### src/hw/plhcc_map.vh
// Constants for the PLL limp-home clock control block.
// Assumes inclusion by bare name from the design files.
//
// Overview of operation
// Auto mode: detector switches filter acquisition/tracking
// Auto mode: track select read-only, hardware driven
// Lock flag read-only, set/cleared by tolerance
// Lock toggle requests interrupt when enabled
// Manual mode keeps lock detection, no switching
// Manual mode: written track select drives filter
// Software clears track select before PLL on
// Limp-home from minimum VCO needs PLL supply
// Power-up limp-home only in normal modes
// Monitor detects reference loss when enabled
// Limp disabled: loss resets, latch blocks limp
// Limp enabled: loss forces VCO minimum clocks
// Limp-home active change sets flag, interrupt
// In limp-home monitor forced, clocks forced
// Poll monitor at count 4096, every 8192
// Clock back: exit limp, restore saved selects
// Software clears bus-clock-from-pll during limp
// Reset sets monitor, PLL on, clears disable
// Power-up reset lasts until count 4096
// No clock: release reset in limp-home
// No PLL supply: external clock only
// Stop-exit delay enable gives 4096-count delay
// Stop left on reset, IRQs, wake-ups
// Monitor off: stop exits on external clock; here any wake input exits stop, external clock not checked
`ifndef PLHCC_MAP_VH
`define PLHCC_MAP_VH
`define PLHCC_ADDR_W 3
`define PLHCC_REG_CTRL 3'h0
`define PLHCC_REG_FLAG 3'h1
`define PLHCC_REG_STOP 3'h2
// Control register fields
`define PLHCC_CTRL_AUTO 0
`define PLHCC_CTRL_TRACK 1
`define PLHCC_CTRL_PLL_POWER_ON 2
`define PLHCC_CTRL_CME 3
`define PLHCC_CTRL_FORCED_MONITOR_ENABLE 4
`define PLHCC_CTRL_NOLH 5
`define PLHCC_CTRL_BUS_CLOCK_FROM_PLL 6
`define PLHCC_CTRL_MCS 7
`define PLHCC_CTRL_RESET 8'h1D
// Flag register fields
`define PLHCC_FLAG_LOCK 0
`define PLHCC_FLAG_LOCKIF 1
`define PLHCC_FLAG_LOCK_IRQ_ENABLE 2
`define PLHCC_FLAG_LIMP_HOME_ACTIVE 3
`define PLHCC_FLAG_LIMP_HOME_IRQ_FLAG 4
`define PLHCC_FLAG_LIMP_HOME_IRQ_ENABLE 5
`define PLHCC_FLAG_TRACK 6
// Stop register fields
`define PLHCC_STOP_DLY 0
`define PLHCC_STOP_ACT 1
// Counter
`define PLHCC_CNT_W 13
`define PLHCC_CNT_MID 13'h1000
`endif

### src/hw/plhcc_top.v
// Clock control: PLL lock/filter flags, limp-home, monitor, reset, stop exit.
// Assumes synchronous status inputs and a single 200 MHz clock.
`timescale 1ns/1ps
`default_nettype none
`include "plhcc_map.vh"
module plhcc_top (
  // Clock and reset
  input wire ref_clk,
  input wire rst_n,
  // Register port
  input wire [`PLHCC_ADDR_W-1:0] regAddr,
  input wire [7:0] regWdata,
  input wire regWr,
  input wire regRd,
  output reg [7:0] regRdata,
  // Lock detector status
  input wire vcoInTrack,
  input wire vcoOutUntrack,
  input wire vcoInLock,
  input wire vcoOutUnlock,
  // Environment
  input wire pllSupply,
  input wire normalMode,
  input wire extClockPresent,
  input wire [5:0] slowDiv,
  // Stop control
  input wire stopReq,
  input wire extResetWake,
  input wire maskIrqWake,
  input wire nmiPinWake,
  input wire keyWakeA,
  input wire keyWakeB,
  input wire canWake,
  // Clock steering outputs
  output reg filterTrack,
  output reg pllPowerOn,
  output reg busClockFromPll,
  output reg moduleClockSelect,
  output reg forcePclkAll,
  output reg monitorActive,
  // Reset and interrupts
  output reg intResetN,
  output reg monitorReset,
  output reg lockIrq,
  output reg limpIrq,
  output reg stopped
);
  localparam ST_PORST = 4'b0001;
  localparam ST_RUN = 4'b0010;
  localparam ST_STOP = 4'b0100;
  localparam ST_EXIT = 4'b1000;

  reg rs1_q, rs2_q;
  always @(posedge ref_clk or negedge rst_n) begin
    if (!rst_n) begin
      rs1_q <= 1'b0;
      rs2_q <= 1'b0;
    end else begin
      rs1_q <= 1'b1;
      rs2_q <= rs1_q;
    end
  end
  wire rstN = rs2_q;

  reg [7:0] ctrl_q;
  reg lock_q, lockIf_q, lock_irq_enable_q, limp_home_active_q, limp_home_irq_flag_q, limp_home_irq_enable_q, dly_q;
  reg track_q;
  reg savBcsp_q, savMcs_q;
  reg noLimpLatch_q;
  reg [3:0] state_q;
  reg cntClear;
  wire tick, midHit;

  plhcc_divider uDiv (
    .clk(ref_clk),
    .rstN(rstN),
    .divSel(slowDiv),
    .tick(tick)
  );
  plhcc_counter uCnt (
    .clk(ref_clk),
    .rstN(rstN),
    .tick(tick),
    .clear(cntClear),
    .midHit(midHit)
  );

  wire autoMode = ctrl_q[`PLHCC_CTRL_AUTO];
  wire limpAvail = pllSupply;
  wire monEn = limp_home_active_q | ctrl_q[`PLHCC_CTRL_CME] | ctrl_q[`PLHCC_CTRL_FORCED_MONITOR_ENABLE];
  wire clockLost = monEn & ~extClockPresent & (state_q == ST_RUN);
  wire enterLimp = clockLost & limpAvail & ~ctrl_q[`PLHCC_CTRL_NOLH] & ~limp_home_active_q;
  wire lossReset = clockLost & (ctrl_q[`PLHCC_CTRL_NOLH] | ~limpAvail);
  wire leaveLimp = limp_home_active_q & midHit & extClockPresent;
  wire wake = extResetWake | maskIrqWake | nmiPinWake | keyWakeA | keyWakeB | canWake;
  // Steering forced on the outputs, so power-up limp needs no register rewrite
  wire forceLimp = (limp_home_active_q | (state_q == ST_PORST)) & limpAvail;

  // Filter mode: hardware hysteresis in auto, register in manual
  reg trackNext;
  always @* begin
    trackNext = track_q;
    if (autoMode) begin
      if (vcoInTrack)
        trackNext = 1'b1;
      else if (vcoOutUntrack)
        trackNext = 1'b0;
    end else if (regWr && regAddr == `PLHCC_REG_CTRL) begin
      trackNext = regWdata[`PLHCC_CTRL_TRACK];
    end
  end

  reg lockNext;
  always @* begin
    lockNext = lock_q;
    if (vcoInLock)
      lockNext = 1'b1;
    else if (vcoOutUnlock)
      lockNext = 1'b0;
  end

  wire flagWr = regWr && regAddr == `PLHCC_REG_FLAG;
  wire lhomeNext = (limp_home_active_q | enterLimp | (state_q == ST_PORST && midHit && limpAvail &&
    normalMode && !noLimpLatch_q && !extClockPresent)) & ~leaveLimp & limpAvail;

  always @(posedge ref_clk or negedge rstN) begin
    if (!rstN) begin
      ctrl_q <= `PLHCC_CTRL_RESET;
      lock_q <= 1'b0;
      lockIf_q <= 1'b0;
      lock_irq_enable_q <= 1'b0;
      limp_home_active_q <= 1'b0;
      limp_home_irq_flag_q <= 1'b0;
      limp_home_irq_enable_q <= 1'b0;
      dly_q <= 1'b0;
      track_q <= 1'b0;
      savBcsp_q <= 1'b0;
      savMcs_q <= 1'b0;
      state_q <= ST_PORST;
    end else begin
      if (regWr && regAddr == `PLHCC_REG_CTRL) begin
        ctrl_q <= regWdata;
        if (limp_home_active_q) begin
          // Keep forced values live, remember software choice
          ctrl_q[`PLHCC_CTRL_PLL_POWER_ON] <= 1'b1;
          ctrl_q[`PLHCC_CTRL_BUS_CLOCK_FROM_PLL] <= 1'b1;
          ctrl_q[`PLHCC_CTRL_MCS] <= 1'b0;
          savBcsp_q <= regWdata[`PLHCC_CTRL_BUS_CLOCK_FROM_PLL];
          savMcs_q <= regWdata[`PLHCC_CTRL_MCS];
        end
      end
      if (enterLimp) begin
        savBcsp_q <= ctrl_q[`PLHCC_CTRL_BUS_CLOCK_FROM_PLL];
        savMcs_q <= ctrl_q[`PLHCC_CTRL_MCS];
        ctrl_q[`PLHCC_CTRL_PLL_POWER_ON] <= 1'b1;
        ctrl_q[`PLHCC_CTRL_BUS_CLOCK_FROM_PLL] <= 1'b1;
        ctrl_q[`PLHCC_CTRL_MCS] <= 1'b0;
      end
      if (leaveLimp) begin
        ctrl_q[`PLHCC_CTRL_BUS_CLOCK_FROM_PLL] <= savBcsp_q;
        ctrl_q[`PLHCC_CTRL_MCS] <= savMcs_q;
      end
      track_q <= trackNext;
      lock_q <= lockNext;
      if (flagWr) begin
        lock_irq_enable_q <= regWdata[`PLHCC_FLAG_LOCK_IRQ_ENABLE];
        limp_home_irq_enable_q <= regWdata[`PLHCC_FLAG_LIMP_HOME_IRQ_ENABLE];
      end
      // Write one to clear; a new event wins
      lockIf_q <= (lockNext != lock_q) | (lockIf_q & ~(flagWr & regWdata[`PLHCC_FLAG_LOCKIF]));
      limp_home_irq_flag_q <= (lhomeNext != limp_home_active_q) | (limp_home_irq_flag_q & ~(flagWr & regWdata[`PLHCC_FLAG_LIMP_HOME_IRQ_FLAG]));
      limp_home_active_q <= lhomeNext;
      if (regWr && regAddr == `PLHCC_REG_STOP)
        dly_q <= regWdata[`PLHCC_STOP_DLY];
      case (state_q)
        ST_PORST: begin
          if (midHit && (extClockPresent || lhomeNext))
            state_q <= ST_RUN;
        end
        ST_RUN: begin
          if (stopReq && !lossReset)
            state_q <= ST_STOP;
        end
        ST_STOP: begin
          if (wake)
            state_q <= dly_q ? ST_EXIT : ST_RUN;
        end
        ST_EXIT: begin
          if (midHit)
            state_q <= ST_RUN;
        end
        default: state_q <= ST_PORST;
      endcase
    end
  end

  // Latch survives only the reset it caused; clears once reset is left
  always @(posedge ref_clk or negedge rst_n) begin
    if (!rst_n)
      noLimpLatch_q <= 1'b0;
    else if (lossReset && limpAvail)
      noLimpLatch_q <= 1'b1;
    else if (rstN && state_q == ST_RUN)
      noLimpLatch_q <= 1'b0;
  end

  always @* begin
    cntClear = 1'b0;
    if (state_q == ST_STOP && wake)
      cntClear = 1'b1;
    if (state_q == ST_PORST && midHit && extClockPresent)
      cntClear = 1'b1;
  end

  always @(posedge ref_clk or negedge rstN) begin
    if (!rstN) begin
      regRdata <= 8'h00;
      filterTrack <= 1'b0;
      pllPowerOn <= 1'b0;
      busClockFromPll <= 1'b0;
      moduleClockSelect <= 1'b0;
      forcePclkAll <= 1'b0;
      monitorActive <= 1'b0;
      intResetN <= 1'b0;
      monitorReset <= 1'b0;
      lockIrq <= 1'b0;
      limpIrq <= 1'b0;
      stopped <= 1'b0;
    end else begin
      regRdata <= 8'h00;
      if (regRd) begin
        case (regAddr)
          `PLHCC_REG_CTRL: regRdata <= {ctrl_q[7:2], track_q, ctrl_q[0]};
          `PLHCC_REG_FLAG: regRdata <= {1'b0, track_q, limp_home_irq_enable_q, limp_home_irq_flag_q, limp_home_active_q, lock_irq_enable_q,
            lockIf_q, lock_q};
          `PLHCC_REG_STOP: regRdata <= {6'h00, stopped, dly_q};
          default: regRdata <= 8'h00;
        endcase
      end
      filterTrack <= track_q;
      pllPowerOn <= (ctrl_q[`PLHCC_CTRL_PLL_POWER_ON] | forceLimp) & pllSupply;
      busClockFromPll <= ctrl_q[`PLHCC_CTRL_BUS_CLOCK_FROM_PLL] | forceLimp;
      moduleClockSelect <= ctrl_q[`PLHCC_CTRL_MCS] & ~forceLimp;
      forcePclkAll <= forceLimp;
      monitorActive <= monEn;
      intResetN <= (state_q != ST_PORST);
      monitorReset <= lossReset;
      lockIrq <= lockIf_q & lock_irq_enable_q;
      limpIrq <= limp_home_irq_flag_q & limp_home_irq_enable_q;
      stopped <= (state_q == ST_STOP) | (state_q == ST_EXIT);
    end
  end
endmodule
`default_nettype wire

### src/hw/plhcc_divider.v
// Slow timebase enable divider.
// Assumes one clock; a new divisor takes effect at once, not only on wrap.
`timescale 1ns/1ps
`default_nettype none
module plhcc_divider (
  // Clock and reset
  input wire clk,
  input wire rstN,
  // Control
  input wire [5:0] divSel,
  // Output pulse
  output reg tick
);
  reg [7:0] cnt_q;
  wire [7:0] lim = (divSel == 6'h00) ? 8'h00 : {divSel, 2'b00} - 8'h01;
  always @(posedge clk or negedge rstN) begin
    if (!rstN) begin
      cnt_q <= 8'h00;
      tick <= 1'b0;
    end else if (cnt_q >= lim) begin
      cnt_q <= 8'h00;
      tick <= 1'b1;
    end else begin
      cnt_q <= cnt_q + 8'h01;
      tick <= 1'b0;
    end
  end
endmodule
`default_nettype wire

### src/hw/plhcc_counter.v
// 13-stage free-running counter with mid-count pulse.
// Assumes tick is a one-cycle enable at slow timebase rate.
`timescale 1ns/1ps
`default_nettype none
`include "plhcc_map.vh"
module plhcc_counter (
  // Clock and reset
  input wire clk,
  input wire rstN,
  // Control
  input wire tick,
  input wire clear,
  // Status
  output reg midHit
);
  reg [`PLHCC_CNT_W-1:0] cnt_q;
  always @(posedge clk or negedge rstN) begin
    if (!rstN) begin
      cnt_q <= {`PLHCC_CNT_W{1'b0}};
      midHit <= 1'b0;
    end else if (clear) begin
      cnt_q <= {`PLHCC_CNT_W{1'b0}};
      midHit <= 1'b0;
    end else begin
      midHit <= 1'b0;
      if (tick) begin
        cnt_q <= cnt_q + 13'h0001;
        // Mid-count, so every 8192 ticks
        if (cnt_q == `PLHCC_CNT_MID - 13'h0001)
          midHit <= 1'b1;
      end
    end
  end
endmodule
`default_nettype wire

### config.mk
export PLATFORM = sky130hd
export DESIGN_NAME = plhcc_top
export DESIGN_NICKNAME = d
export VERILOG_FILES = /design/src/hw/plhcc_top.v /design/src/hw/plhcc_divider.v /design/src/hw/plhcc_counter.v
export VERILOG_INCLUDE_DIRS = /design/src /design/src/hw
export SDC_FILE = /design/constraint.sdc
export NUM_CORES = 1
export LEC_CHECK = 0
export BUFFER_PORTS_ARGS = -buffer_cell sky130_fd_sc_hd__buf_4
export CAP_MARGIN = 20
export CELL_PAD_IN_SITES_DETAIL_PLACEMENT = 1
export CELL_PAD_IN_SITES_GLOBAL_PLACEMENT = 1
export CORE_ASPECT_RATIO = 1.4
export CORE_MARGIN = 2
export CORE_UTILIZATION = 41
export CTS_BUF_LIST = sky130_fd_sc_hd__clkbuf_8
export CTS_CLUSTER_SIZE = 20
export DETAILED_ROUTE_END_ITERATION = 6
export PLACE_DENSITY = 0.78
export REMOVE_ABC_BUFFERS = 1
export SYNTH_ARGS = -nofsm -noshare
export SYNTH_HDL_FRONTEND = slang
export SYNTH_HIERARCHICAL = 1
export SYNTH_SLANG_ARGS = --single-unit
### constraint.sdc
create_clock -name ref_clk -period 2.2 [get_ports ref_clk]
set_clock_uncertainty 0.1 [all_clocks]
set_input_delay 0.44 -clock ref_clk [delete_from_list [all_inputs] [get_ports ref_clk]]
set_output_delay 0.44 -clock ref_clk [all_outputs]
set_load 0.02 [all_outputs]
==> results of run 1 <==
==> cell type report <==
type	instances	area share, %
well taps	102	2.85
repair buffers	93	16.0
flip-flops and latches	66	37.1
clock buffers	11	3.38
clock inverters	5	1.20
inverters	14	1.17
multi-input cells	246	38.3
==> power by group <==
group | switching, uW | total [uW] | internal [uW]
Combinational | 689 | 1340 | 647
Sequential | 260 | 1750 | 1490
Clock | 472 | 1050 | 579
==> flip-flops by register name, summed over array words and instances, names as in the netlist, 4 cells and up <==
register and flops:
ctrl_q 7, regRdata 8, state_q 4, uCnt/cnt_q 13, uDiv/cnt_q 8
==> path summary, 6_finish.rpt <==
check / startpoint / to
setup / recovery: state_q[2]$_DFFE_PN0P_ / uCnt/cnt_q[5]$_DFFE_PN0P_
hold reg to reg: rs1_q$_DFF_PN0_ / rs2_q$_DFF_PN0_
hold / removal: regWdata[5] / ctrl_q[5]$_DFFE_PN0P_
max in group asynchronous: rs2_q$_DFF_PN0_ / regRdata[1]$_DFF_PN0_
min in group asynchronous: rst_n / rs1_q$_DFF_PN0_
setup reg to reg: state_q[2]$_DFFE_PN0P_ / uCnt/cnt_q[5]$_DFFE_PN0P_
==> logic make-up (layout without fill, tap and decap cells) <==
family	Yosys count	after routing	synth area share [%]
other cells	1	1	0.111
compound gates	53	54	11.8
mux	14	14	4.35
xor+xnor	12	12	3.12
simple gates	155	155	23.7
buf+inv	27	123	3.94
fa+ha+maj	10	10	3.71
flops	66	66	49.2
==> synth_stat cells, drive strengths merged, types with 6 or more instances <==
| cell | instances | area, sq um |
|---|---|---|
| nand2 | 34 | 128 |
| nand2b | 6 | 37.5 |
| or3 | 6 | 37.5 |
| o21ai | 8 | 40.0 |
| xor2 | 9 | 78.8 |
| mux2i | 9 | 90.1 |
| a21oi | 15 | 78.8 |
| nand3 | 19 | 100 |
| nand4 | 6 | 43.8 |
| inv | 14 | 52.6 |
| ha | 10 | 125 |
| dfrtp | 61 | 1530 |
| o31ai | 6 | 50.1 |
| nor2 | 44 | 165 |
| nor3 | 9 | 50.1 |
| buf | 11 | 72.6 |
==> timing repair <==
action	4_1_cts	5_1_grt
endpoints found under the hold margin	3	0
hold buffers	1	0
setup buffers	5	3
gates cloned	1	0
resized for setup	14	12
pin swaps	9	8
endpoints found under the setup margin	15	14
==> worst reg2reg max path, stage by stage, from the launching register on <==
cell	delay [ns]
dfrtp_1	0.44
buf_6	0.15
nand2b_4	0.05
or3_4	0.34
o22ai_2	0.13
buf_6	0.14
o211ai_1	0.12
buf_4	0.19
or4_1	0.41
a21oi_1	0.14
==> per-layer routing <==
layer	wire length, um	up-vias	part of all wire [%]	global-route usage (%)
met5	0	-	0	0
met4	200	0	2.2	9.27
met3	279	15	3.0	2.69
met2	5220	59	56	41.1
met1	3540	1489	38	24.6
li1	-	1379	-	-
==> through the flow <==
step	total power [uW]	util, %	area, sq um	hold WS [ns]	setup slack, ns
floorplan	2400	-	3290	0.0444	-0.758
global placement	2880	50.3	4050	0.130	-0.344
detailed placement	2970	50.3	4050	0.132	-0.440
CTS	4120	54.5	4390	0.180	-0.0792
global route	4390	55.6	4470	0.194	-0.140
finish	4140	55.6	4470	0.188	-0.0949
==> results.cfg, run 1 <==
[outcome]
status = finished, violations left
violations = negative setup slack

[cts]
clockBufferDepth = 2
cts_made_buffers = 9
insertion_delay_ns = 0.35
cts.sinks = 66
clk_pin_slew_ns = 0.08
h-tree-depth = 3
cts_tree = done
clock-root-buffer = clkbuf_8

[place]
gp_congestion = 0.802
dp.cells = 511
dp_hpwl_um = 6550
portBuffers = 53

[setup_path]
worst_r2r_path_depth = 9
critPathBufInv = 3
worstSetupStartpointType = flip-flop
crit_required_ns = 2.37
crit_chain = buf_6 > nand2b_4 > or3_4 > o22ai_2 > buf_6 > o211ai_1 > buf_4 > or4_1 > a21oi_1
cp-end-kind = flip-flop
crit_slowest_cell = dfrtp_1
path_common_cell = buf_6
crit_fanout = 4
cp.depth = 9
crit_family = simple AND/OR/NAND/NOR gates
regToRegSetupSlack_ns = -0.09
slowest_delay_ns = 0.44
arrival_ns = 2.47
path_class = flip-flop to flip-flop

[synthesis]
synth_area_per_cell_sq_um = 9.97
yosysSeqAreaShare_pct = 49.2
syn-cell-area_sq_um = 3370
synth_cell_types = 61
synth_async_sr_flop_share_pct = 100
yosys_warnings = 6
ys_seq_elements = 66
syn_inst = 338
synth_ff_type = dfrtp_1
synth_edf_count = 0

[global_route]
grt_pass1_wl_um = 15400
grt_max_degree = 64
grtUsageTotal_pct = 22.1
antenna_found_initial = 0
grt_overflow = 0
grt_pass1_vias = 3187

[floorplanning]
die-area_sq_um = 8970
die_w_um = 80.6
io_pins = 54
start_util_pct = 41.8
rows = 39
die_h_um = 111
core_area_sq_um = 8050

[sta]
drv_slew = 0
finalWorstSetupSlack_ns = -0.0949
min_period_over_period_pct = 104
setup_viol = 3
fmax_mhz = 436
setup_tns_ns = -0.246
maxSlewHeadroom_pct = 46.5
hold_viol = 0
tightest_slew_ns = 0.802
min_period_ns = 2.29
rsz0062_at_grt = yes

[final_layout]
layout-drive-gt1-share_pct = 34.3
layout_commonest_cell = buf_4
n_antenna_cell = 0
final_cell_mix = buf_4, dfrtp_1, nor2_1
syn2layout_area_growth_pct = 32.8
nets = 475
seqCellArea_sq_um = 1660
final_cells = 537
n_fill_cell = 918
multi_input_area_sq_um = 1710

[routing]
viasPerCell = 5.48
drc = 0
drt.antenna.violating_nets = 0
wire_per_inst_um = 17.2
first_iter_violations = 110
dr.pass1.iters = 4
vias = 2942
wl_um = 9240

[worst_hold_path]
hold_path_class = primary input to flip-flop
hold_depth = 3

[pwr]
p_leak_uw = 0.00212
ir_drop_mv = 0.501
p_per_area_nw_per_um2 = 925

[job]
maxCapViolCount = 0
Note: power is estimated with default switching activity, not from simulation.
==> run 2: changes to the inputs <==
--- a/config.mk
+++ b/config.mk
@@ -8,15 +8,13 @@
 export LEC_CHECK = 0
 export BUFFER_PORTS_ARGS = -buffer_cell sky130_fd_sc_hd__buf_4
 export CAP_MARGIN = 20
-export CELL_PAD_IN_SITES_DETAIL_PLACEMENT = 1
-export CELL_PAD_IN_SITES_GLOBAL_PLACEMENT = 1
 export CORE_ASPECT_RATIO = 1.4
 export CORE_MARGIN = 2
-export CORE_UTILIZATION = 41
+export CORE_UTILIZATION = 43
 export CTS_BUF_LIST = sky130_fd_sc_hd__clkbuf_8
 export CTS_CLUSTER_SIZE = 20
 export DETAILED_ROUTE_END_ITERATION = 6
-export PLACE_DENSITY = 0.78
+export PLACE_DENSITY = 0.66
 export REMOVE_ABC_BUFFERS = 1
 export SYNTH_ARGS = -nofsm -noshare
 export SYNTH_HDL_FRONTEND = slang
==> run 2 against run 1 <==
The flow still finishes with violations (negative setup slack). Non-clock buffer count increased by 1. Critical endpoint is now uCnt/cnt_q[9]$_DFFE_PN0P_. Sequential cell count is the same. Combinational power fell by 5%. Final area rose by 0.50%. Wire length shrank 18%. Sequential power is essentially flat. Fmax increased by 1.7%.
==> results.cfg, run 2 (same netlist as run 1, synthesis figures left out) <==
[outcome]
status = finished, violations left
violations = negative setup slack

[sta]
hold_viol = 0
min_period_ns = 2.26
fmax_mhz = 443
min_period_over_period_pct = 103
setup_viol = 6
finalWorstSetupSlack_ns = -0.0562
drv_slew = 0
rsz0062_at_grt = yes

[floorplanning]
start_util_pct = 44.0
die_h_um = 109
die_w_um = 78.8
io_pins = 54
die-area_sq_um = 8570
rows = 38
core_area_sq_um = 7650

[cts]
clockBufferDepth = 2
cts_made_buffers = 9
clk_pin_slew_ns = 0.07
cts.sinks = 66
clock-root-buffer = clkbuf_8
cts_tree = done
h-tree-depth = 3
insertion_delay_ns = 0.34

[setup_path]
path_class = flip-flop to flip-flop
crit_chain = buf_6 > or3_4 > o22ai_2 > buf_6 > o211ai_1 > nor4_2 > mux2_2
arrival_ns = 2.38
worstSetupStartpointType = flip-flop
crit_fanout = 3
path_common_cell = buf_6
cp-end-kind = flip-flop
slowest_delay_ns = 0.43
crit_slowest_cell = dfrtp_1
worst_r2r_path_depth = 7
crit_required_ns = 2.33

[routing]
first_iter_violations = 110
dr.pass1.iters = 5
wire_per_inst_um = 14.1
drc = 0
wl_um = 7550
vias = 2851
viasPerCell = 5.32
drt.antenna.violating_nets = 0

[final_layout]
seqCellArea_sq_um = 1660
postLayoutCellArea_sq_um = 4500
n_fill_cell = 666
finish.utilization_pct = 58.7
nets = 476
largest_reg_flops = 13
n_antenna_cell = 0
reg_top3 = uCnt/cnt_q (13), regRdata (8), uDiv/cnt_q (8)
largest-register = uCnt/cnt_q
layout-drive-gt1-share_pct = 34.6
final_cell_mix = buf_4, dfrtp_1, nor2_1
syn2layout_area_growth_pct = 33.5
multi_input_area_sq_um = 1720
layout_commonest_cell = buf_4

[pwr]
ir_drop_mv = 0.498
p_leak_uw = 0.00214
p_per_area_nw_per_um2 = 912

[global_route]
grtUsageTotal_pct = 18.7
grt_pass1_wl_um = 12400
antenna_found_initial = 0
grt_pass1_vias = 2846
grt_max_degree = 40
grt_overflow = 0

[place]
gp_congestion = 0.832
dp_hpwl_um = 5620
post_dp_cell_area_sq_um = 4070
portBuffers = 53

[worst_hold_path]
hold_path_class = flip-flop to async pin

[job]
maxCapViolCount = 0
run 2: cell types whose count changed in the layout (fill, tap and decap cells not counted), sizes merged:
cell,change
buf,+1
bufinv,+1
clkbuf,-1
clkinv,+3
clkinvlp,-2
inv,-1
run 2: repair_timing:
| action | 4_1_cts | 5_1_grt |
|---|---|---|
| pin swaps | 4 | 8 |
| resized for setup | 10 | 14 |
| hold buffers | 1 | 0 |
| endpoints found under the setup margin | 15 | 15 |
| hold endpoints to repair | 3 | 0 |
| setup buffers | 3 | 3 |
| cloned | 1 | 0 |
run 2: path summary, 6_finish.rpt:
check | startpoint | to | slack, ns
hold reg to reg | rs2_q$_DFF_PN0_ | uDiv/cnt_q[0]$_DFF_PN0_ | 0.16
max in group asynchronous | rs2_q$_DFF_PN0_ | state_q[3]$_DFFE_PN0P_ | 1.41
setup reg to reg | state_q[1]$_DFFE_PN0P_ | uCnt/cnt_q[9]$_DFFE_PN0P_ | -0.06
hold / removal | rs2_q$_DFF_PN0_ | uDiv/cnt_q[0]$_DFF_PN0_ | 0.16
setup / recovery | state_q[1]$_DFFE_PN0P_ | uCnt/cnt_q[9]$_DFFE_PN0P_ | -0.06
min in group ref_clk | vcoInLock | lock_q$_DFF_PN0_ | 0.20
run 2: worst max-delay path: cells and delay by family (launching register included):
family	cells	cell delay, ns
buffers and inverters	2	0.26
AO/OA/AOI/OAI	2	0.27
AND/OR/NAND/NOR	2	0.73
flip-flops	1	0.43
multiplexers	1	0.36
run 2: area by class of cell:
cell class              instances  share of cell area [%]
well taps                     100                    2.78
multi-input cells             246                    38.3
inverters                      14                    1.17
clock inverters                 6                    1.78
clock buffers                  10                    3.06
repair buffers                 94                    16.0
flip-flops and latches         66                    36.9
run 2: power breakdown:
part           switching [uW]  internal (uW)
sequential                241           1490
clock                     435            660
combinational             643            631
run 2: layer usage:
metal	share of wire [%]	track usage, %	wire, um
met1	37	19.4	2780
met2	57	35.3	4270
met3	4.4	4.30	333
met4	2.2	8.15	168
met5	0	0	0
run 2: through the flow:
| stage | setup slack (ns) | setup TNS (ns) | hold WS (ns) | total power, uW | std cells |
|---|---|---|---|---|---|
| global placement | -0.307 | -3.83 | 0.130 | 2860 | 512 |
| detailed placement | -0.399 | -4.70 | 0.131 | 2910 | 512 |
| CTS | -0.0574 | -0.110 | 0.173 | 4090 | 533 |
| global route | -0.135 | -1.23 | 0.191 | 4360 | 536 |
| floorplan | -0.758 | -6.74 | 0.0444 | 2400 | 325 |
| finish | -0.0562 | -0.202 | 0.158 | 4100 | 536 |
==> run 3: changes to the inputs <==
--- a/config.mk
+++ b/config.mk
@@ -6,6 +6,7 @@
 export SDC_FILE = /design/constraint.sdc
 export NUM_CORES = 1
 export LEC_CHECK = 0
+export ABC_AREA = 1
 export BUFFER_PORTS_ARGS = -buffer_cell sky130_fd_sc_hd__buf_4
 export CAP_MARGIN = 20
 export CORE_ASPECT_RATIO = 1.4
==> run 3 against run 2 <==
The run now ends clean. Critical path depth increased by 8. Combinational power decreased by 48%. Die area increased by 2.6%. Clock power decreased by 13%. Total power decreased by 23%. Synthesized area increased by 2.7%. Global-route usage decreased by 0.14 points. Final area decreased by 5.6%. Fmax increased by 14%. Wire length decreased by 3.0%. Sequential share of layout area increased by 2.2 points. Register-to-register slack improved by 0.31 ns. Critical path type is now primary input to flip-flop. Largest cell class is now flip-flops and latches. Highest routed layer unchanged.
==> results.cfg, run 3 <==
[global_route]
grt_pass1_wl_um = 12400
busiest_layer = met2
antenna_found_initial = 0
grtUsageTotal_pct = 18.5
grt_pass1_vias = 2862
grt_overflow = 0
use_met1_pct = 21.6
grt_max_degree = 36
globalRouteMet3Util_pct = 2.61
met2_usage_pct = 32.1

[pwr]
p_leak_uw = 0.00224
p_per_area_nw_per_um2 = 746
ir_drop_mv = 0.314

[job]
maxCapViolCount = 0

[cts]
clock-root-buffer = clkbuf_8
insertion_delay_ns = 0.35
cts_tree = done
cts_made_buffers = 9
h-tree-depth = 3
clockBufferDepth = 2
clk_pin_slew_ns = 0.07
cts.sinks = 66

[place]
post_dp_cell_area_sq_um = 4040
portBuffers = 53
dp_hpwl_um = 5550
gp_congestion = 0.808

[synthesis]
synth_area_per_cell_sq_um = 8.67
synth_cell_types = 43
synth_ff_type = dfrtp_1
ys_top_cells_by_count = nand2_1, dfrtp_1, inv_1
ys_top_cells_by_area = dfrtp_1, nand2_1, inv_1
synth_top_area_share_pct = 44.1
syn_inst = 399
synth_edf_count = 0
yosysSeqAreaShare_pct = 47.9
yosysTopAreaCell = dfrtp_1
ys_seq_elements = 66
syn-cell-area_sq_um = 3460
synth.most_common_cell = nand2_1
yosys_warnings = 6
synth_async_sr_flop_share_pct = 100

[setup_path]
endpoint = uDiv/cnt_q[4]$_DFF_PN0_
arrival_ns = 2.16
worstSetupStartpointType = primary input
path_class = primary input to flip-flop
setup.worst_path.start = slowDiv[0]
regToRegSetupSlack_ns = 0.25
cp-end-kind = flip-flop
timing.rr.start = state_q[0]$_DFFE_PN1P_
worst_r2r_path_depth = 9
crit_required_ns = 2.38
crit_fanout = 9
r2r_end = uCnt/cnt_q[8]$_DFFE_PN0P_

[sta]
rsz0062_at_grt = no
min_period_ns = 1.98
min_period_over_period_pct = 89.9
hold_ws_ns = 0.187
hold_viol = 0
drv_slew = 0
setup_viol = 0
fmax_mhz = 506

[final_layout]
layout-drive-gt1-share_pct = 28.5
n_antenna_cell = 0
nets = 517
largest-register = uCnt/cnt_q
largest_reg_flops = 13
reg_top3 = uCnt/cnt_q (13), regRdata (8), uDiv/cnt_q (8)
postLayoutCellArea_sq_um = 4240
layout_commonest_cell = nand2_1
syn2layout_area_growth_pct = 22.7
final_cell_mix = nand2_1, buf_4, dfrtp_1

[floorplanning]
core_area_sq_um = 7800
start_util_pct = 44.4
io_pins = 54
rows = 38
die_w_um = 79.8
die_h_um = 110
die-area_sq_um = 8790

[routing]
wire_per_inst_um = 12.7
drt.antenna.violating_nets = 0
dr.pass1.iters = 4
viasPerCell = 4.84
drc = 0
vias = 2790
wl_um = 7330
first_iter_violations = 127

[outcome]
status = finished, final reports clean

[worst_hold_path]
hold_depth = 3
hold_path_class = primary input to flip-flop
run 3: routing by layer:
layer	wire length (um)	vias to the layer above
met5	0	-
met4	210	0
met3	245	16
met2	3730	47
met1	3140	1304
li1	-	1423
run 3: logic make-up (layout without fill, tap and decap cells):
| group | Yosys count | count (layout) | synth area share (%) |
|---|---|---|---|
| and+or+nand+nor | 203 | 203 | 30.1 |
| DFF | 66 | 66 | 47.9 |
| buffers and inverters | 65 | 143 | 7.56 |
| AOI/OAI and AO/OA | 47 | 47 | 8.79 |
| adders and majority gates | 10 | 10 | 3.62 |
| xor gates and xnor gates | 6 | 6 | 1.52 |
| other | 1 | 1 | 0.108 |
| muxes | 1 | 1 | 0.326 |
run 3: area by class of cell:
type	instances	area, sq um
clock buffers	9	124
clock inverters	7	56.3
fillers	765	3550
inverters	62	235
multi-input cells	268	1550
flip-flops and latches	66	1660
well taps	100	125
repair buffers	65	490
run 3: worst max-delay path, stage by stage:
cell	delay, ns
buf_4	0.11
inv_1	0.06
ha_1	0.21
inv_1	0.06
nor2_2	0.14
nand3_1	0.10
nand2_1	0.07
inv_1	0.04
ha_1	0.26
nand2_1	0.08
nor2_1	0.05
a211oi_1	0.20
buf_4	0.17
nand2_4	0.08
nor2_1	0.10
run 3: stage by stage:
stage          power (uW)  std cells  worst slack (ns)  utilization, %  TNS [ns]
2_1_floorplan        2010        396           -0.0666               -   -0.0666
3_3_place_gp         2220        560           -0.0961            51.8    -0.771
6_report             3170        577             0.222            54.4         0
4_1_cts              3210        577            0.0175            54.2         0
3_5_place_dp         2240        560            -0.199            51.8     -1.69
5_1_grt              3380        577           0.00912            54.4         0
run 3: worst min-delay path by stage:
stage / end / from / slack [ns]
6_report: ctrl_q[3]$_DFFE_PN1P_ / regWdata[3] / 0.19
5_1_grt: ctrl_q[3]$_DFFE_PN1P_ / regWdata[3] / 0.18
4_1_cts: ctrl_q[3]$_DFFE_PN1P_ / regWdata[3] / 0.18
3_5_place_dp: rs1_q$_DFF_PN0_ / rst_n / 0.13
3_3_place_gp: rs1_q$_DFF_PN0_ / rst_n / 0.13
2_1_floorplan: noLimpLatch_q$_DFFE_PN0P_ / rst_n / 0.04
run 3: what timing repair did:
item / CTS / global route
buffers inserted: 0 / 0
setup endpoints to repair: 0 / 22
hold buffers: 1 / 0
gates resized for setup: 0 / 4
endpoints found under the hold margin: 3 / 0
run 3: power by group:
part           internal (uW)  switching, uW
clock                    505            448
sequential              1390            158
combinational            288            377
total                   2180            983
